<file path="config.mk">
export PLATFORM = sky130hd
export DESIGN_NAME = lcig_top
export DESIGN_NICKNAME = d
export VERILOG_FILES = /design/src/hdl/lcig_pkg.sv /design/src/hdl/lcig_core_if.sv /design/src/hdl/lcig_src_mux.sv /design/src/hdl/lcig_gates.sv /design/src/hdl/lcig_top.sv
export SDC_FILE = /design/constraint.sdc
export NUM_CORES = 1
export LEC_CHECK = 0
export ABC_AREA = 1
export ABC_CLOCK_PERIOD_IN_PS = 2700
export BUFFER_PORTS_ARGS = -buffer_cell sky130_fd_sc_hd__buf_2
export CELL_PAD_IN_SITES_DETAIL_PLACEMENT = 0
export CELL_PAD_IN_SITES_GLOBAL_PLACEMENT = 1
export CORE_ASPECT_RATIO = 0.5
export CORE_UTILIZATION = 40
export DETAILED_ROUTE_END_ITERATION = 10
export GPL_ROUTABILITY_DRIVEN = 1
export PLACE_DENSITY = 0.89
export SYNTH_ARGS = -nofsm -noshare
export SYNTH_HDL_FRONTEND = slang
export SYNTH_SLANG_ARGS = --single-unit
</file>
<file path="constraint.sdc">
create_clock -name clk_in -period 2.7 [get_ports clk_in]
set_input_delay 0.27 -clock clk_in [delete_from_list [all_inputs] [get_ports clk_in]]
set_output_delay 0.27 -clock clk_in [all_outputs]
set_load 0.01 [all_outputs]
</file>
<file path="src/hdl/lcig_pkg.sv">
// Constants shared by the logic cell input gating stage.
// Assumes an 8-bit register port with a 4-bit byte address.
package lcig_pkg;

  localparam int DATA_W  = 8;
  localparam int ADDR_W  = 4;
  localparam int SEL_W   = 6;
  localparam int N_LINES = 4;
  localparam int N_GATES = 4;
  localparam int N_SRC   = 64;
  localparam int FN_W    = 3;

  // Register byte offsets
  localparam logic [ADDR_W-1:0] OFF_CTRL = 4'h0;
  localparam logic [ADDR_W-1:0] OFF_POL  = 4'h1;
  localparam logic [ADDR_W-1:0] OFF_SEL0 = 4'h2;
  localparam logic [ADDR_W-1:0] OFF_GLS0 = 4'h6;

  // Field positions
  localparam int CTRL_ON_BIT   = 7;
  localparam int CTRL_STAT_BIT = 5;
  localparam int CTRL_FN_LSB   = 0;
  localparam int POL_OUT_BIT   = 7;
  localparam int POL_GATE_LSB  = 0;
  localparam int SEL_LSB       = 0;

  // Reset values
  localparam logic            CTRL_ON_RESET = 1'b0;
  localparam logic [FN_W-1:0] CTRL_FN_RESET = 3'h0;
  localparam logic            POL_OUT_RESET = 1'b0;
  localparam logic            STATE_RESET   = 1'b0;

  typedef enum logic [FN_W-1:0] {
    LCIG_FN_AND_OR  = 3'h0,
    LCIG_FN_OR_XOR  = 3'h1,
    LCIG_FN_AND4    = 3'h2,
    LCIG_FN_SR      = 3'h3,
    LCIG_FN_DFF_SR  = 3'h4,
    LCIG_FN_DFF2_R  = 3'h5,
    LCIG_FN_JK_R    = 3'h6,
    LCIG_FN_LATCH   = 3'h7
  } lcig_fn_t;

endpackage

</file>
<file path="src/hdl/lcig_core_if.sv">
// Carrier between the cell top, its source selectors and its gates.
// Assumes all members are combinational, no clock of their own.
`timescale 1ns/10ps
`default_nettype none

interface lcig_core_if;
  logic [lcig_pkg::N_LINES-1:0][lcig_pkg::SEL_W-1:0]  data_sel;
  logic [lcig_pkg::N_LINES-1:0]                       data_line;
  logic [lcig_pkg::N_GATES-1:0][lcig_pkg::DATA_W-1:0] gate_en;
  logic [lcig_pkg::N_GATES-1:0]                       gate_invert;
  logic [lcig_pkg::N_GATES-1:0]                       gate_out;

  modport top  (output data_sel, output gate_en, output gate_invert,
                input data_line, input gate_out);
  modport mux  (input data_sel, output data_line);
  modport gate (input data_line, input gate_en, input gate_invert, output gate_out);
endinterface

`default_nettype wire

</file>
<file path="src/hdl/lcig_src_mux.sv">
// Source selectors: each data line picks one of the source signals.
// Assumes the source bus is already synchronous to the cell clock.
`timescale 1ns/10ps
`default_nettype none

module lcig_src_mux #(
  parameter int N_SRC = lcig_pkg::N_SRC
) (
  input  wire logic [N_SRC-1:0] source_in,
  lcig_core_if.mux              core
);
  genvar i;
  generate
    for (i = 0; i < lcig_pkg::N_LINES; i++) begin : g_line
      assign core.data_line[i] = source_in[core.data_sel[i]]; // [RQ4] [RQ5]
    end
  endgenerate
endmodule

`default_nettype wire

</file>
<file path="src/hdl/lcig_gates.sv">
// Four data gates: enabled true and negated data forms are ORed, then
// the gate polarity is applied.
// Assumes enable byte layout: bit 2k+1 true, bit 2k negated of line k.
`timescale 1ns/10ps
`default_nettype none

module lcig_gates (
  lcig_core_if.gate core
);
  genvar g;
  generate
    for (g = 0; g < lcig_pkg::N_GATES; g++) begin : g_gate
      logic [lcig_pkg::N_LINES-1:0] true_hit;
      logic [lcig_pkg::N_LINES-1:0] neg_hit;
      genvar k;
      for (k = 0; k < lcig_pkg::N_LINES; k++) begin : g_term
        assign true_hit[k] = core.gate_en[g][2*k+1] & core.data_line[k];   // [RQ6] [RQ8]
        assign neg_hit[k]  = core.gate_en[g][2*k] & ~core.data_line[k];    // [RQ7] [RQ8]
      end
      assign core.gate_out[g] = (|true_hit | |neg_hit) ^ core.gate_invert[g]; // [RQ13] [RQ2]
    end
  endgenerate
endmodule

`default_nettype wire

</file>
<file path="src/hdl/lcig_top.sv">
// Configurable logic cell: register file, input selection and gating,
// function select and output polarity.
// Assumes a single-cycle register port; read data appear the cycle after.
//
// How it works
// [RQ1] The cell output polarity bit inverts the function result on its way to the output.
// [RQ2] Gate polarity bits 0 to 3 invert gates 0 to 3 before the function sees them.
// [RQ3] Unused bits of the polarity and select registers read as zero.
// [RQ4] Bits 5 to 0 of the first select register choose the source of data line 1.
// [RQ5] Data lines 2 to 4 have their own select fields with the same source coding.
// [RQ6] Gate enable bits 7, 5, 3, 1 pass data lines 4, 3, 2, 1 true into the gate.
// [RQ7] Gate enable bits 6, 4, 2, 0 pass data lines 4, 3, 2, 1 negated into the gate.
// [RQ8] A cleared enable bit keeps that data form out of the gate entirely.
// [RQ9] Output polarity resets to zero; gate polarity, select and enable settings are not reset and keep their values.
// [RQ10] The readable status bit shows the cell output after output polarity.
// [RQ11] A 3-bit function select picks one of eight logic functions, codes 000 to 111.
// [RQ12] Reset clears the cell control register and the output polarity bit, leaving selection and gating alone.
// [RQ13] A gate is the OR of all its enabled data forms, zero when none is enabled.
// [RQ14] Software sets up selects, gates and polarity with the cell off, then turns it on.
//
// Local design decisions: the address map and the address-and-strobe port.
`timescale 1ns/10ps
`default_nettype none

module lcig_top #(
  parameter int N_SRC = lcig_pkg::N_SRC
) (
  input  wire logic                        clk_in,
  input  wire logic                        rst_in,
  input  wire logic [lcig_pkg::ADDR_W-1:0] addr_in,
  input  wire logic [lcig_pkg::DATA_W-1:0] wdata_in,
  input  wire logic                        wr_in,
  input  wire logic                        rd_in,
  output logic      [lcig_pkg::DATA_W-1:0] rdata_out,
  input  wire logic [N_SRC-1:0]            source_in,
  output logic      [lcig_pkg::N_GATES-1:0] gate_out,
  output logic                             cell_result_out
);

  localparam int NL = lcig_pkg::N_LINES;
  localparam int NG = lcig_pkg::N_GATES;
  localparam int DW = lcig_pkg::DATA_W;
  localparam int SW = lcig_pkg::SEL_W;
  localparam int FW = lcig_pkg::FN_W;

  ////////////////////////////////////////////////////////////////////////////
  // Sub-blocks

  lcig_core_if core ();

  lcig_src_mux #(
    .N_SRC (N_SRC)
  ) u_src_mux (
    .source_in (source_in),
    .core      (core)
  );

  lcig_gates u_gates (
    .core (core)
  );

  ////////////////////////////////////////////////////////////////////////////
  // Control register: cleared by every reset

  logic                 cell_on;
  logic                 next_cell_on;
  lcig_pkg::lcig_fn_t   cell_function_sel;
  lcig_pkg::lcig_fn_t   next_cell_function_sel;
  logic                 cell_output_invert;
  logic                 next_cell_output_invert;

  always_comb begin
    next_cell_on            = cell_on;
    next_cell_function_sel  = cell_function_sel;
    next_cell_output_invert = cell_output_invert;
    if (wr_in && addr_in == lcig_pkg::OFF_CTRL) begin
      next_cell_on           = wdata_in[lcig_pkg::CTRL_ON_BIT];
      next_cell_function_sel = lcig_pkg::lcig_fn_t'(wdata_in[lcig_pkg::CTRL_FN_LSB +: FW]);
    end
    if (wr_in && addr_in == lcig_pkg::OFF_POL) begin
      next_cell_output_invert = wdata_in[lcig_pkg::POL_OUT_BIT];
    end
  end

  always_ff @(posedge clk_in or posedge rst_in) begin
    if (rst_in) begin
      cell_on            <= lcig_pkg::CTRL_ON_RESET;                     // [RQ12]
      cell_function_sel  <= lcig_pkg::lcig_fn_t'(lcig_pkg::CTRL_FN_RESET); // [RQ12]
      cell_output_invert <= lcig_pkg::POL_OUT_RESET;                     // [RQ9]
    end else begin
      cell_on            <= next_cell_on;
      cell_function_sel  <= next_cell_function_sel;
      cell_output_invert <= next_cell_output_invert;
    end
  end

  ////////////////////////////////////////////////////////////////////////////
  // Selection and gating settings: no reset, they survive every reset

  logic [NG-1:0]         gate_invert;
  logic [NG-1:0]         next_gate_invert;
  logic [NL-1:0][SW-1:0] data_source_sel;
  logic [NL-1:0][SW-1:0] next_data_source_sel;
  logic [NG-1:0][DW-1:0] gate_input_en;
  logic [NG-1:0][DW-1:0] next_gate_input_en;

  always_comb begin
    next_gate_invert     = gate_invert;
    next_data_source_sel = data_source_sel;
    next_gate_input_en   = gate_input_en;
    if (wr_in && addr_in == lcig_pkg::OFF_POL) begin
      next_gate_invert = wdata_in[lcig_pkg::POL_GATE_LSB +: NG];
    end
    for (int i = 0; i < NL; i++) begin
      if (wr_in && addr_in == lcig_pkg::OFF_SEL0 + lcig_pkg::ADDR_W'(i)) begin
        next_data_source_sel[i] = wdata_in[lcig_pkg::SEL_LSB +: SW];
      end
    end
    for (int i = 0; i < NG; i++) begin
      if (wr_in && addr_in == lcig_pkg::OFF_GLS0 + lcig_pkg::ADDR_W'(i)) begin
        next_gate_input_en[i] = wdata_in;
      end
    end
  end

  // Unknown until first written, as on a cold start
  always_ff @(posedge clk_in) begin
    gate_invert     <= next_gate_invert;      // [RQ9]
    data_source_sel <= next_data_source_sel;  // [RQ9]
    gate_input_en   <= next_gate_input_en;    // [RQ9]
  end

  assign core.data_sel    = data_source_sel;   // [RQ4] [RQ5]
  assign core.gate_en     = gate_input_en;     // [RQ6] [RQ7]
  assign core.gate_invert = gate_invert;       // [RQ2]

  ////////////////////////////////////////////////////////////////////////////
  // Logic function
  // Gate 0 acts as clock or enable in the stored modes other than SR, where it sets; its rising edge is
  // found against its previous sample, so all state stays on clk_in.

  logic [NG-1:0] g;
  logic          g0_prev;
  logic          next_g0_prev;
  logic          cell_state;
  logic          next_cell_state;
  logic          fn_value;
  logic          g0_rise;
  logic          set_in;
  logic          clr_in;
  logic          d_in;

  assign g       = core.gate_out;
  assign g0_rise = g[0] & ~g0_prev;

  always_comb begin
    next_g0_prev    = g[0];
    next_cell_state = cell_state;
    fn_value        = cell_state;
    set_in          = g[3];
    clr_in          = g[2];
    d_in            = g[1];
    case (cell_function_sel)                                            // [RQ11]
      lcig_pkg::LCIG_FN_AND_OR: begin
        fn_value = (g[0] & g[1]) | (g[2] & g[3]);
      end
      lcig_pkg::LCIG_FN_OR_XOR: begin
        fn_value = (g[0] | g[1]) ^ (g[2] | g[3]);
      end
      lcig_pkg::LCIG_FN_AND4: begin
        fn_value = &g;
      end
      lcig_pkg::LCIG_FN_SR: begin
        set_in = g[0] | g[1];
        clr_in = g[2] | g[3];
        if (set_in) begin
          next_cell_state = 1'b1;
        end else if (clr_in) begin
          next_cell_state = 1'b0;
        end
      end
      lcig_pkg::LCIG_FN_DFF_SR: begin
        if (clr_in) begin
          next_cell_state = 1'b0;
        end else if (set_in) begin
          next_cell_state = 1'b1;
        end else if (g0_rise) begin
          next_cell_state = d_in;
        end
      end
      lcig_pkg::LCIG_FN_DFF2_R: begin
        d_in = g[1] & g[3];
        if (clr_in) begin
          next_cell_state = 1'b0;
        end else if (g0_rise) begin
          next_cell_state = d_in;
        end
      end
      lcig_pkg::LCIG_FN_JK_R: begin
        if (clr_in) begin
          next_cell_state = 1'b0;
        end else if (g0_rise) begin
          case ({g[1], g[3]})
            2'h2:    next_cell_state = 1'b1;
            2'h1:    next_cell_state = 1'b0;
            2'h3:    next_cell_state = ~cell_state;
            default: next_cell_state = cell_state;
          endcase
        end
      end
      lcig_pkg::LCIG_FN_LATCH: begin
        if (clr_in) begin
          next_cell_state = 1'b0;
        end else if (set_in) begin
          next_cell_state = 1'b1;
        end else if (g[0]) begin
          next_cell_state = d_in;
        end
        fn_value = clr_in ? 1'b0 : (set_in ? 1'b1 : (g[0] ? d_in : cell_state));
      end
      default: begin
        fn_value = 1'b0;
      end
    endcase
    if (!cell_on) begin
      next_cell_state = lcig_pkg::STATE_RESET;
    end
  end

  ////////////////////////////////////////////////////////////////////////////
  // Output stage: a disabled cell drives zero on cell_result_out; gate_out still follows the gates

  logic cell_result;
  logic next_cell_result;
  logic [NG-1:0] gate_reg;
  logic [NG-1:0] next_gate_reg;

  always_comb begin
    next_cell_result = cell_on & (fn_value ^ cell_output_invert);       // [RQ1]
    next_gate_reg    = g;
  end

  always_ff @(posedge clk_in or posedge rst_in) begin
    if (rst_in) begin
      g0_prev     <= lcig_pkg::STATE_RESET;
      cell_state  <= lcig_pkg::STATE_RESET;
      cell_result <= lcig_pkg::STATE_RESET;
      gate_reg    <= '0;
    end else begin
      g0_prev     <= next_g0_prev;
      cell_state  <= next_cell_state;
      cell_result <= next_cell_result;
      gate_reg    <= next_gate_reg;
    end
  end

  assign cell_result_out = cell_result;
  assign gate_out        = gate_reg;

  ////////////////////////////////////////////////////////////////////////////
  // Register read port: data in the cycle after the read strobe

  logic [DW-1:0] rdata;
  logic [DW-1:0] next_rdata;

  always_comb begin
    next_rdata = '0;
    if (rd_in) begin
      if (addr_in == lcig_pkg::OFF_CTRL) begin
        next_rdata[lcig_pkg::CTRL_ON_BIT]        = cell_on;
        next_rdata[lcig_pkg::CTRL_STAT_BIT]      = cell_result;          // [RQ10]
        next_rdata[lcig_pkg::CTRL_FN_LSB +: FW]  = cell_function_sel;
      end
      if (addr_in == lcig_pkg::OFF_POL) begin
        next_rdata[lcig_pkg::POL_OUT_BIT]        = cell_output_invert;   // [RQ3]
        next_rdata[lcig_pkg::POL_GATE_LSB +: NG] = gate_invert;
      end
      for (int i = 0; i < NL; i++) begin
        if (addr_in == lcig_pkg::OFF_SEL0 + lcig_pkg::ADDR_W'(i)) begin
          next_rdata[lcig_pkg::SEL_LSB +: SW] = data_source_sel[i];      // [RQ3]
        end
      end
      for (int i = 0; i < NG; i++) begin
        if (addr_in == lcig_pkg::OFF_GLS0 + lcig_pkg::ADDR_W'(i)) begin
          next_rdata = gate_input_en[i];
        end
      end
    end
  end

  always_ff @(posedge clk_in or posedge rst_in) begin
    if (rst_in) begin
      rdata <= '0;
    end else begin
      rdata <= next_rdata;
    end
  end

  assign rdata_out = rdata;

endmodule

`default_nettype wire

</file>
======== Yosys cells after proc, flatten, opt, wreduce, memory -nomap -nowiden ========
Index checks and enable logic that the tools add are counted.
W data, S select, Z words.
storage, ports and cells
  bits in registers ....................... 80
  input port bits ......................... 80
  output and inout bits ................... 13
  logic and storage cells ................. 162
cells by class
  magnitude comparators ................... 4
  equality and inequality tests ........... 25
  mux-type cells .......................... 38
  bitwise logic cells ..................... 56
  reduce and logical (&&, ||, !) cells .... 22
operators with widths
  cell                  number
  $mux W8               5
  $and A1 B1 Y1         37
  $reduce_or A4 Y1      8
  $lt A6 B7 Y1 const B  4
  $bmux W1 S6           4
  $mux W6               4
  $mux W1               20
  $eq A4 B3 Y1 const B  4
  $eq A3 B3 Y1 const B  4
  $ne A4 B4 Y1 const B  3
  $logic_and A1 B1 Y1   10
  $eq A4 B2 Y1 const B  2
  $eq A4 B4 Y1 const B  2
  $or A1 B1 Y1          7
  $eq A3 B2 Y1 const B  2
  $ne A6 B1 Y1 const B  1
  $ne A6 B6 Y1 const B  1
  $not A1 Y1            6
  $reduce_and A6 Y1     1
  $xor A1 B1 Y1         6
  $ne A5 B5 Y1 const B  1
  $pmux W1 S5           1
  $eq A2 B2 Y1 const B  2
  $eq A4 B1 Y1 const B  1
  9 further kinds       9

======== Longest topological paths before layout ========
  depth after elaboration ................. 13
  mapped depth ............................ 25
  depth with buffers taken out ............ 23

======== Modules after synthesis ========
Synthesis repeated with hierarchy kept, for this count alone.
second synthesis, totals
  cell total of the unflattened synthesis .. 1005
  area total of the unflattened synthesis .. 6496.2 um^2
modules (own cells, without submodules)
  module        instances  cells an instance  area each (um^2)  sequential area each (um^2)
  lcig_top      1          317                3340.7            2277.2
  lcig_src_mux  1          608                2815.2            0.0
  lcig_gates    1          80                 340.3             0.0

======== Worst setup path after synthesis ========
Ideal clock, no wire load.
  path type ............................... flip-flop to flip-flop
  start ................................... register data_source_sel (netlist bit core.data_sel[7])
  end ..................................... register cell_result (netlist: cell_result_out)
  library setup time ...................... 0.118 ns
  arrival time ............................ 2.094 ns
  required time ........................... 2.582 ns
  setup slack ............................. 0.489 ns
  stages on the path, launching flop included .. 23
  path buffers ............................ 2
  clock period less this slack ............ 2.211 ns
  cells stage by stage .................... edfxtp_1 > buf_6 > inv_2 > buf_6 > nand3_1 > nand3_1 > nand2_1 > nand2_1 > nand3_1 > nand3_2 > nand2_4 > nand2_2 > nand2_1 > nor2_4 > nand2_2 > nand2_2 > nand2_2 > nand2_2 > nand3_1 > nand2_1 > nand4_1 > nor2_1 > nor2_2
on the way
  cells in the longest elaborated chain, start to end .. 13
  elaborated cells between the ends (all ways) .. 40
  classes of those cells .................. 6 x mux; 25 x bitwise; 9 x reduce/logical
RTL lines
  what                               RTL line            RTL
  from (decl)                        lcig_top.sv:102     logic [NL-1:0][SW-1:0] data_source_sel;
  from (signal assigned)             lcig_top.sv:129     data_source_sel <= next_data_source_sel;
  $bmux W1 S6 (*)                    lcig_src_mux.sv:15  assign core.data_line[i] = source_in[core.data_sel[i]];
  $mux W1 (not written as such) (*)  lcig_src_mux.sv:15
  $not A1 Y1                         lcig_gates.sv:18    assign neg_hit[k] = core.gate_en[g][2*k] & ~core.data_line[k];
  $and A1 B1 Y1                      lcig_gates.sv:18
  $reduce_or A4 Y1                   lcig_gates.sv:20    assign core.gate_out[g] = (|true_hit | |neg_hit) ^ core.gate_invert[g];
  $or A1 B1 Y1 (*)                   lcig_gates.sv:20
  $xor A1 B1 Y1 (*)                  lcig_gates.sv:20
  via core.gate_out (one bit)        lcig_core_if.sv:11  logic [lcig_pkg::N_GATES-1:0] gate_out;
  $mux W1 (3 in a row)               n/a
  $pmux W1 S4 (*)                    lcig_top.sv:163     case (cell_function_sel)
  $xor A1 B1 Y1 (*)                  lcig_top.sv:239     next_cell_result = cell_on & (fn_value ^ cell_output_invert);
  $and A1 B1 Y1 (*)                  lcig_top.sv:239
  via next_cell_result               lcig_top.sv:234     logic next_cell_result;
  to (signal assigned)               lcig_top.sv:247     cell_result <= lcig_pkg::STATE_RESET;
  to (signal assigned)               lcig_top.sv:252     cell_result <= next_cell_result;
  to (decl)                          lcig_top.sv:233     logic cell_result;
Mark *: on every way through the listed nets, which the timed path passes. The rest lies on a longest branch. The select of a mux whose other input is x is not followed.
A chain may end at the register's enable or synchronous reset.

======== Worst setup path in the final report ========
  start ................................... register data_source_sel (netlist bit core.data_sel[18])
  end ..................................... register cell_state
on the way
  cells in the longest elaborated chain, start to end .. 13
  elaborated cells between the ends (all ways) .. 54
  classes of those cells .................. 8 x eq/ne; 16 x mux; 21 x bitwise; 9 x reduce/logical
RTL lines
  what                                          RTL line            RTL
  $bmux W1 S6 (*)                               lcig_src_mux.sv:15
  $mux W1 (not written as such) (*)             lcig_src_mux.sv:15
  $not A1 Y1                                    lcig_gates.sv:18
  $and A1 B1 Y1                                 lcig_gates.sv:18
  $reduce_or A4 Y1                              lcig_gates.sv:20
  $or A1 B1 Y1 (*)                              lcig_gates.sv:20
  $xor A1 B1 Y1 (*)                             lcig_gates.sv:20
  via core.gate_out (one bit)                   lcig_core_if.sv:11
  $eq A2 B2 Y1 or $eq A2 B1 Y1 (tied branches)  lcig_top.sv:203     case ({g[1], g[3]})
  $pmux W1 S3                                   lcig_top.sv:203
  $mux W1                                       lcig_top.sv:202     end else if (g0_rise) begin
  $mux W1                                       lcig_top.sv:200     if (clr_in) begin
  $pmux W1 S5                                   lcig_top.sv:163
  $mux W1                                       lcig_top.sv:225     if (!cell_on) begin
  to (signal assigned)                          lcig_top.sv:246     cell_state <= lcig_pkg::STATE_RESET;
  to (signal assigned)                          lcig_top.sv:251     cell_state <= next_cell_state;
  to (decl)                                     lcig_top.sv:145     logic cell_state;
Marked as above.

==> flow_metrics.py <==
metrics = {
    "cts": {
        "clock_latency_ns": 0.34,
        "clk_pin_slew_ns": 0.07,
        "hold_buffers": 0,
        "clock-sinks": 79,
        "cts_buffers": 9,
        "root_buffer": "clkbuf_16",
        "cts_buffer_depth": 2,
        "cts_tree": "built",
        "htreeDepth": 3,
    },
    "sta": {
        "whs_ns": 0.0840,
        "hold_violations": 0,
        "skew_ns": 0.0111,
        "fmax_mhz": 370,
        "period_share_pct": 100,
        "report.final.slew_viol_count": 0,
        "fin_crit_ns": 2.70,
        "grt_setup_unrepaired": "yes",
        "tightest_slew_ns": 0.871,
        "setup_slack_ns": -0.00465,
        "slew_headroom_pct": 41.7,
        "setup_viol": 2,
    },
    "worst_setup_path": {
        "cp_num_buf_inv": 4,
        "startpoint_type": "flip-flop",
        "crit_arrival_ns": 2.94,
        "path_depth": 23,
        "cp_top_family": "simple AND/OR/NAND/NOR gates",
        "reg2reg_depth": 23,
        "worstPathRequired_ns": 2.93,
        "slowest_delay_ns": 0.37,
        "r2r_end": "cell_state",
        "path_cells": "buf_12 -> buf_12 -> nand2_1 -> nand3_1 -> nand3_1 -> nand2_2 -> nand2_2 -> nand3_2 -> nand3_4 -> buf_6 -> nand3_1 -> nand2_2 -> nor2_4 -> nand2_2 -> nand2_2 -> nand2_4 -> nand2_4 -> nand3_2 -> nand2_2 -> buf_4 -> nand3_1 -> nor2_1 -> nor2_1",
        "reg2reg_from": "core.data_sel[18]",
        "crit_path_end_kind": "flip-flop",
        "r2r_setup_slack_ns": -0.005,
        "critPathSlowestCell": "edfxtp_1",
        "crit_top_cell": "nand2_2",
        "cp_max_fo": 7,
        "worstSetupPathType": "reg2reg",
    },
    "status": {
        "status": "complete, but fails checks",
        "violations": "setup timing",
    },
    "finish": {
        "multiInputGateArea_um2": 4120,
        "n_antenna_cell": 0,
        "final_cell_mix": "345 x nand2_1, 185 x nand3_1, 92 x buf_2",
        "fillers": 1484,
        "fin_nets": 1149,
        "design_area_um2": 8310,
        "final_common_cell": "nand2_1",
        "drive_above_1_share_pct": 30.0,
        "seq_area_um2": 2280,
        "areaGrowthSynthToFinish_pct": 28.0,
        "final_core_util_pct": 53.2,
    },
    "global_routing": {
        "grt_start_max_net_pins": 34,
        "grt.overflow.total": 0,
        "grt_pass1_wl_mm": 36.4,
        "grt_use_total_pct": 28.2,
        "grt_pass1_vias": 6615,
        "antenna_found_initial": 0,
    },
    "placement": {
        "portBuffers": 92,
        "dpl-instance-area_um2": 7130,
        "routabilityCongestion": 0.973,
        "dpl.hpwl_mm": 16.9,
        "pre_cts_ws_ns": -0.0869,
    },
    "power": {
        "irDropWorstVdd_v": 0.000328,
        "p_total_mw": 3.33,
        "power.density_nw_per_um2": 401,
        "power_leakage_nw": 3.83,
    },
    "floorplan": {
        "core_area_um2": 15600,
        "pin_count": 93,
        "initial_utilization_pct": 41.6,
        "die_h_um": 92.1,
        "core.rowCount": 32,
        "fp.dieW_um": 182,
        "die-area_um2": 16800,
    },
    "routing": {
        "drc": 0,
        "drt_wl_total_mm": 24.8,
        "vias": 7351,
        "drtIter0Drc": 797,
        "vias_per_cell": 5.75,
        "first_pass_iters": 5,
        "ant_nets": 0,
        "wire_per_inst_um": 19.4,
    },
    "yosys": {
        "ys_seq_elements": 79,
        "synth_area_leaders": "edfxtp_1 28%, nand2_1 23%, nand3_1 18%, dfrtp_1 7.3%, buf_6 3.6%",
        "synthFlopType": "edfxtp_1",
        "synthCells": 958,
        "yosysWarningCount": 0,
        "yosysTopAreaCellShare_pct": 27.8,
        "syn-cell-area_um2": 6490,
        "yosysTopAreaCell": "edfxtp_1",
        "ys_async_sr_fraction_pct": 24.1,
        "yosysUniqueCellTypes": 34,
        "syn_avg_cell_area_um2": 6.77,
        "ys_seq_area_share_pct": 35.1,
        "syn_nets": 1038,
        "synth-edff-count": 60,
    },
    "run": {
        "max_cap_viol_count": 0,
    },
    "min_path": {
        "worstHoldPathType": "in2async",
    },
}
==> what timing repair did <==
item / CTS / global route
resized for setup: 25 / 133
pin swaps: 18 / 57
buffers inserted: 7 / 3
setup endpoints to repair: 2 / 3
cloned: 3 / 6
==> worst reg2reg max path: stages, from the launching register on <==
cell and delay (ns):
edfxtp_1 0.37, buf_12 0.20, buf_12 0.14, nand2_1 0.05, nand3_1 0.07, nand3_1 0.10
nand2_2 0.14, nand2_2 0.07, nand3_2 0.08, nand3_4 0.13, buf_6 0.15, nand3_1 0.10
nand2_2 0.07, nor2_4 0.14, nand2_2 0.08, nand2_2 0.08, nand2_4 0.10, nand2_4 0.09
nand3_2 0.06, nand2_2 0.06, buf_4 0.10, nand3_1 0.06, nor2_1 0.08, nor2_1 0.04
==> cell usage after synthesis, types with 3 or more instances <==
library cell,number
a2111oi_0,3
a21oi_1,19
a31oi_1,3
buf_2,8
buf_4,16
buf_6,21
clkinv_1,4
dfrtp_1,19
edfxtp_1,60
inv_1,42
inv_4,5
nand2_1,397
nand2_2,23
nand3_1,234
nand3_2,12
nor2_1,39
nor2_2,3
nor2_4,6
nor3_1,3
o211ai_1,11
o21ai_0,9
o22ai_1,5
==> cells by family (layout without fill, tap and decap cells) <==
logic type / Yosys count / after routing / synth area share [%]
flip-flops: 79 / 79 / 35.1
buffers and inverters: 99 / 215 / 9.50
AO/OA/AOI/OAI: 55 / 55 / 5.22
AND/OR/NAND/NOR: 724 / 724 / 50.0
multiplexers: 1 / 1 / 0.173
==> worst max-delay path by stage <==
stage / startpoint / end / slack [ns]
after global routing: core.data_sel[0] / cell_result_out / -0.19
final: core.data_sel[18] / cell_state / -0.005
after floorplan: core.data_sel[7] / cell_result_out / 0.49
after CTS: core.data_sel[18] / cell_result_out / -0.01
after detailed placement: core.data_sel[18] / cell_state / -0.09
after global placement: core.data_sel[12] / cell_state / -0.07
==> area by class of cell <==
| type | instances | area share, % |
|---|---|---|
| Multi-Input combinational cell | 780 | 49.6 |
| Sequential cell | 79 | 27.4 |
| Timing Repair Buffer | 143 | 13.0 |
| Inverter | 54 | 3.18 |
| Tap cell | 204 | 3.07 |
| Clock buffer | 10 | 2.76 |
| Clock inverter | 6 | 0.843 |
| Timing Repair inverter | 2 | 0.211 |
==> sequential cells by signal, indices dropped and copies added, names as in the netlist <==
name / cells
cell_function_sel: 3
cell_on: 1
cell_output_invert: 1
cell_result_out: 1
cell_state: 1
core.data_sel: 24
core.gate_en: 32
core.gate_invert: 4
gate_out: 4
rdata_out: 8
==> stage by stage <==
stage,std cells,setup TNS [ns]
after floorplan,958,0
after global placement,1243,-0.103
after detailed placement,1243,-0.144
after CTS,1269,-0.0244
after global routing,1278,-0.347
final,1278,-0.00847
==> power breakdown <==
group | internal, mW | switching [mW] | total [mW]
sequential | 1.36 | 0.0490 | 1.41
combinational | 0.259 | 0.455 | 0.715
clock | 0.720 | 0.484 | 1.20
==> metal layers <==
layer	vias up	GRT usage, %	routed length, um
li1	3418	-	-
met1	3454	40.2	10300
met2	410	44.5	11200
met3	69	3.10	2520
met4	0	9.45	781
met5	-	0	0
Note: power is estimated with default switching activity, not from simulation.
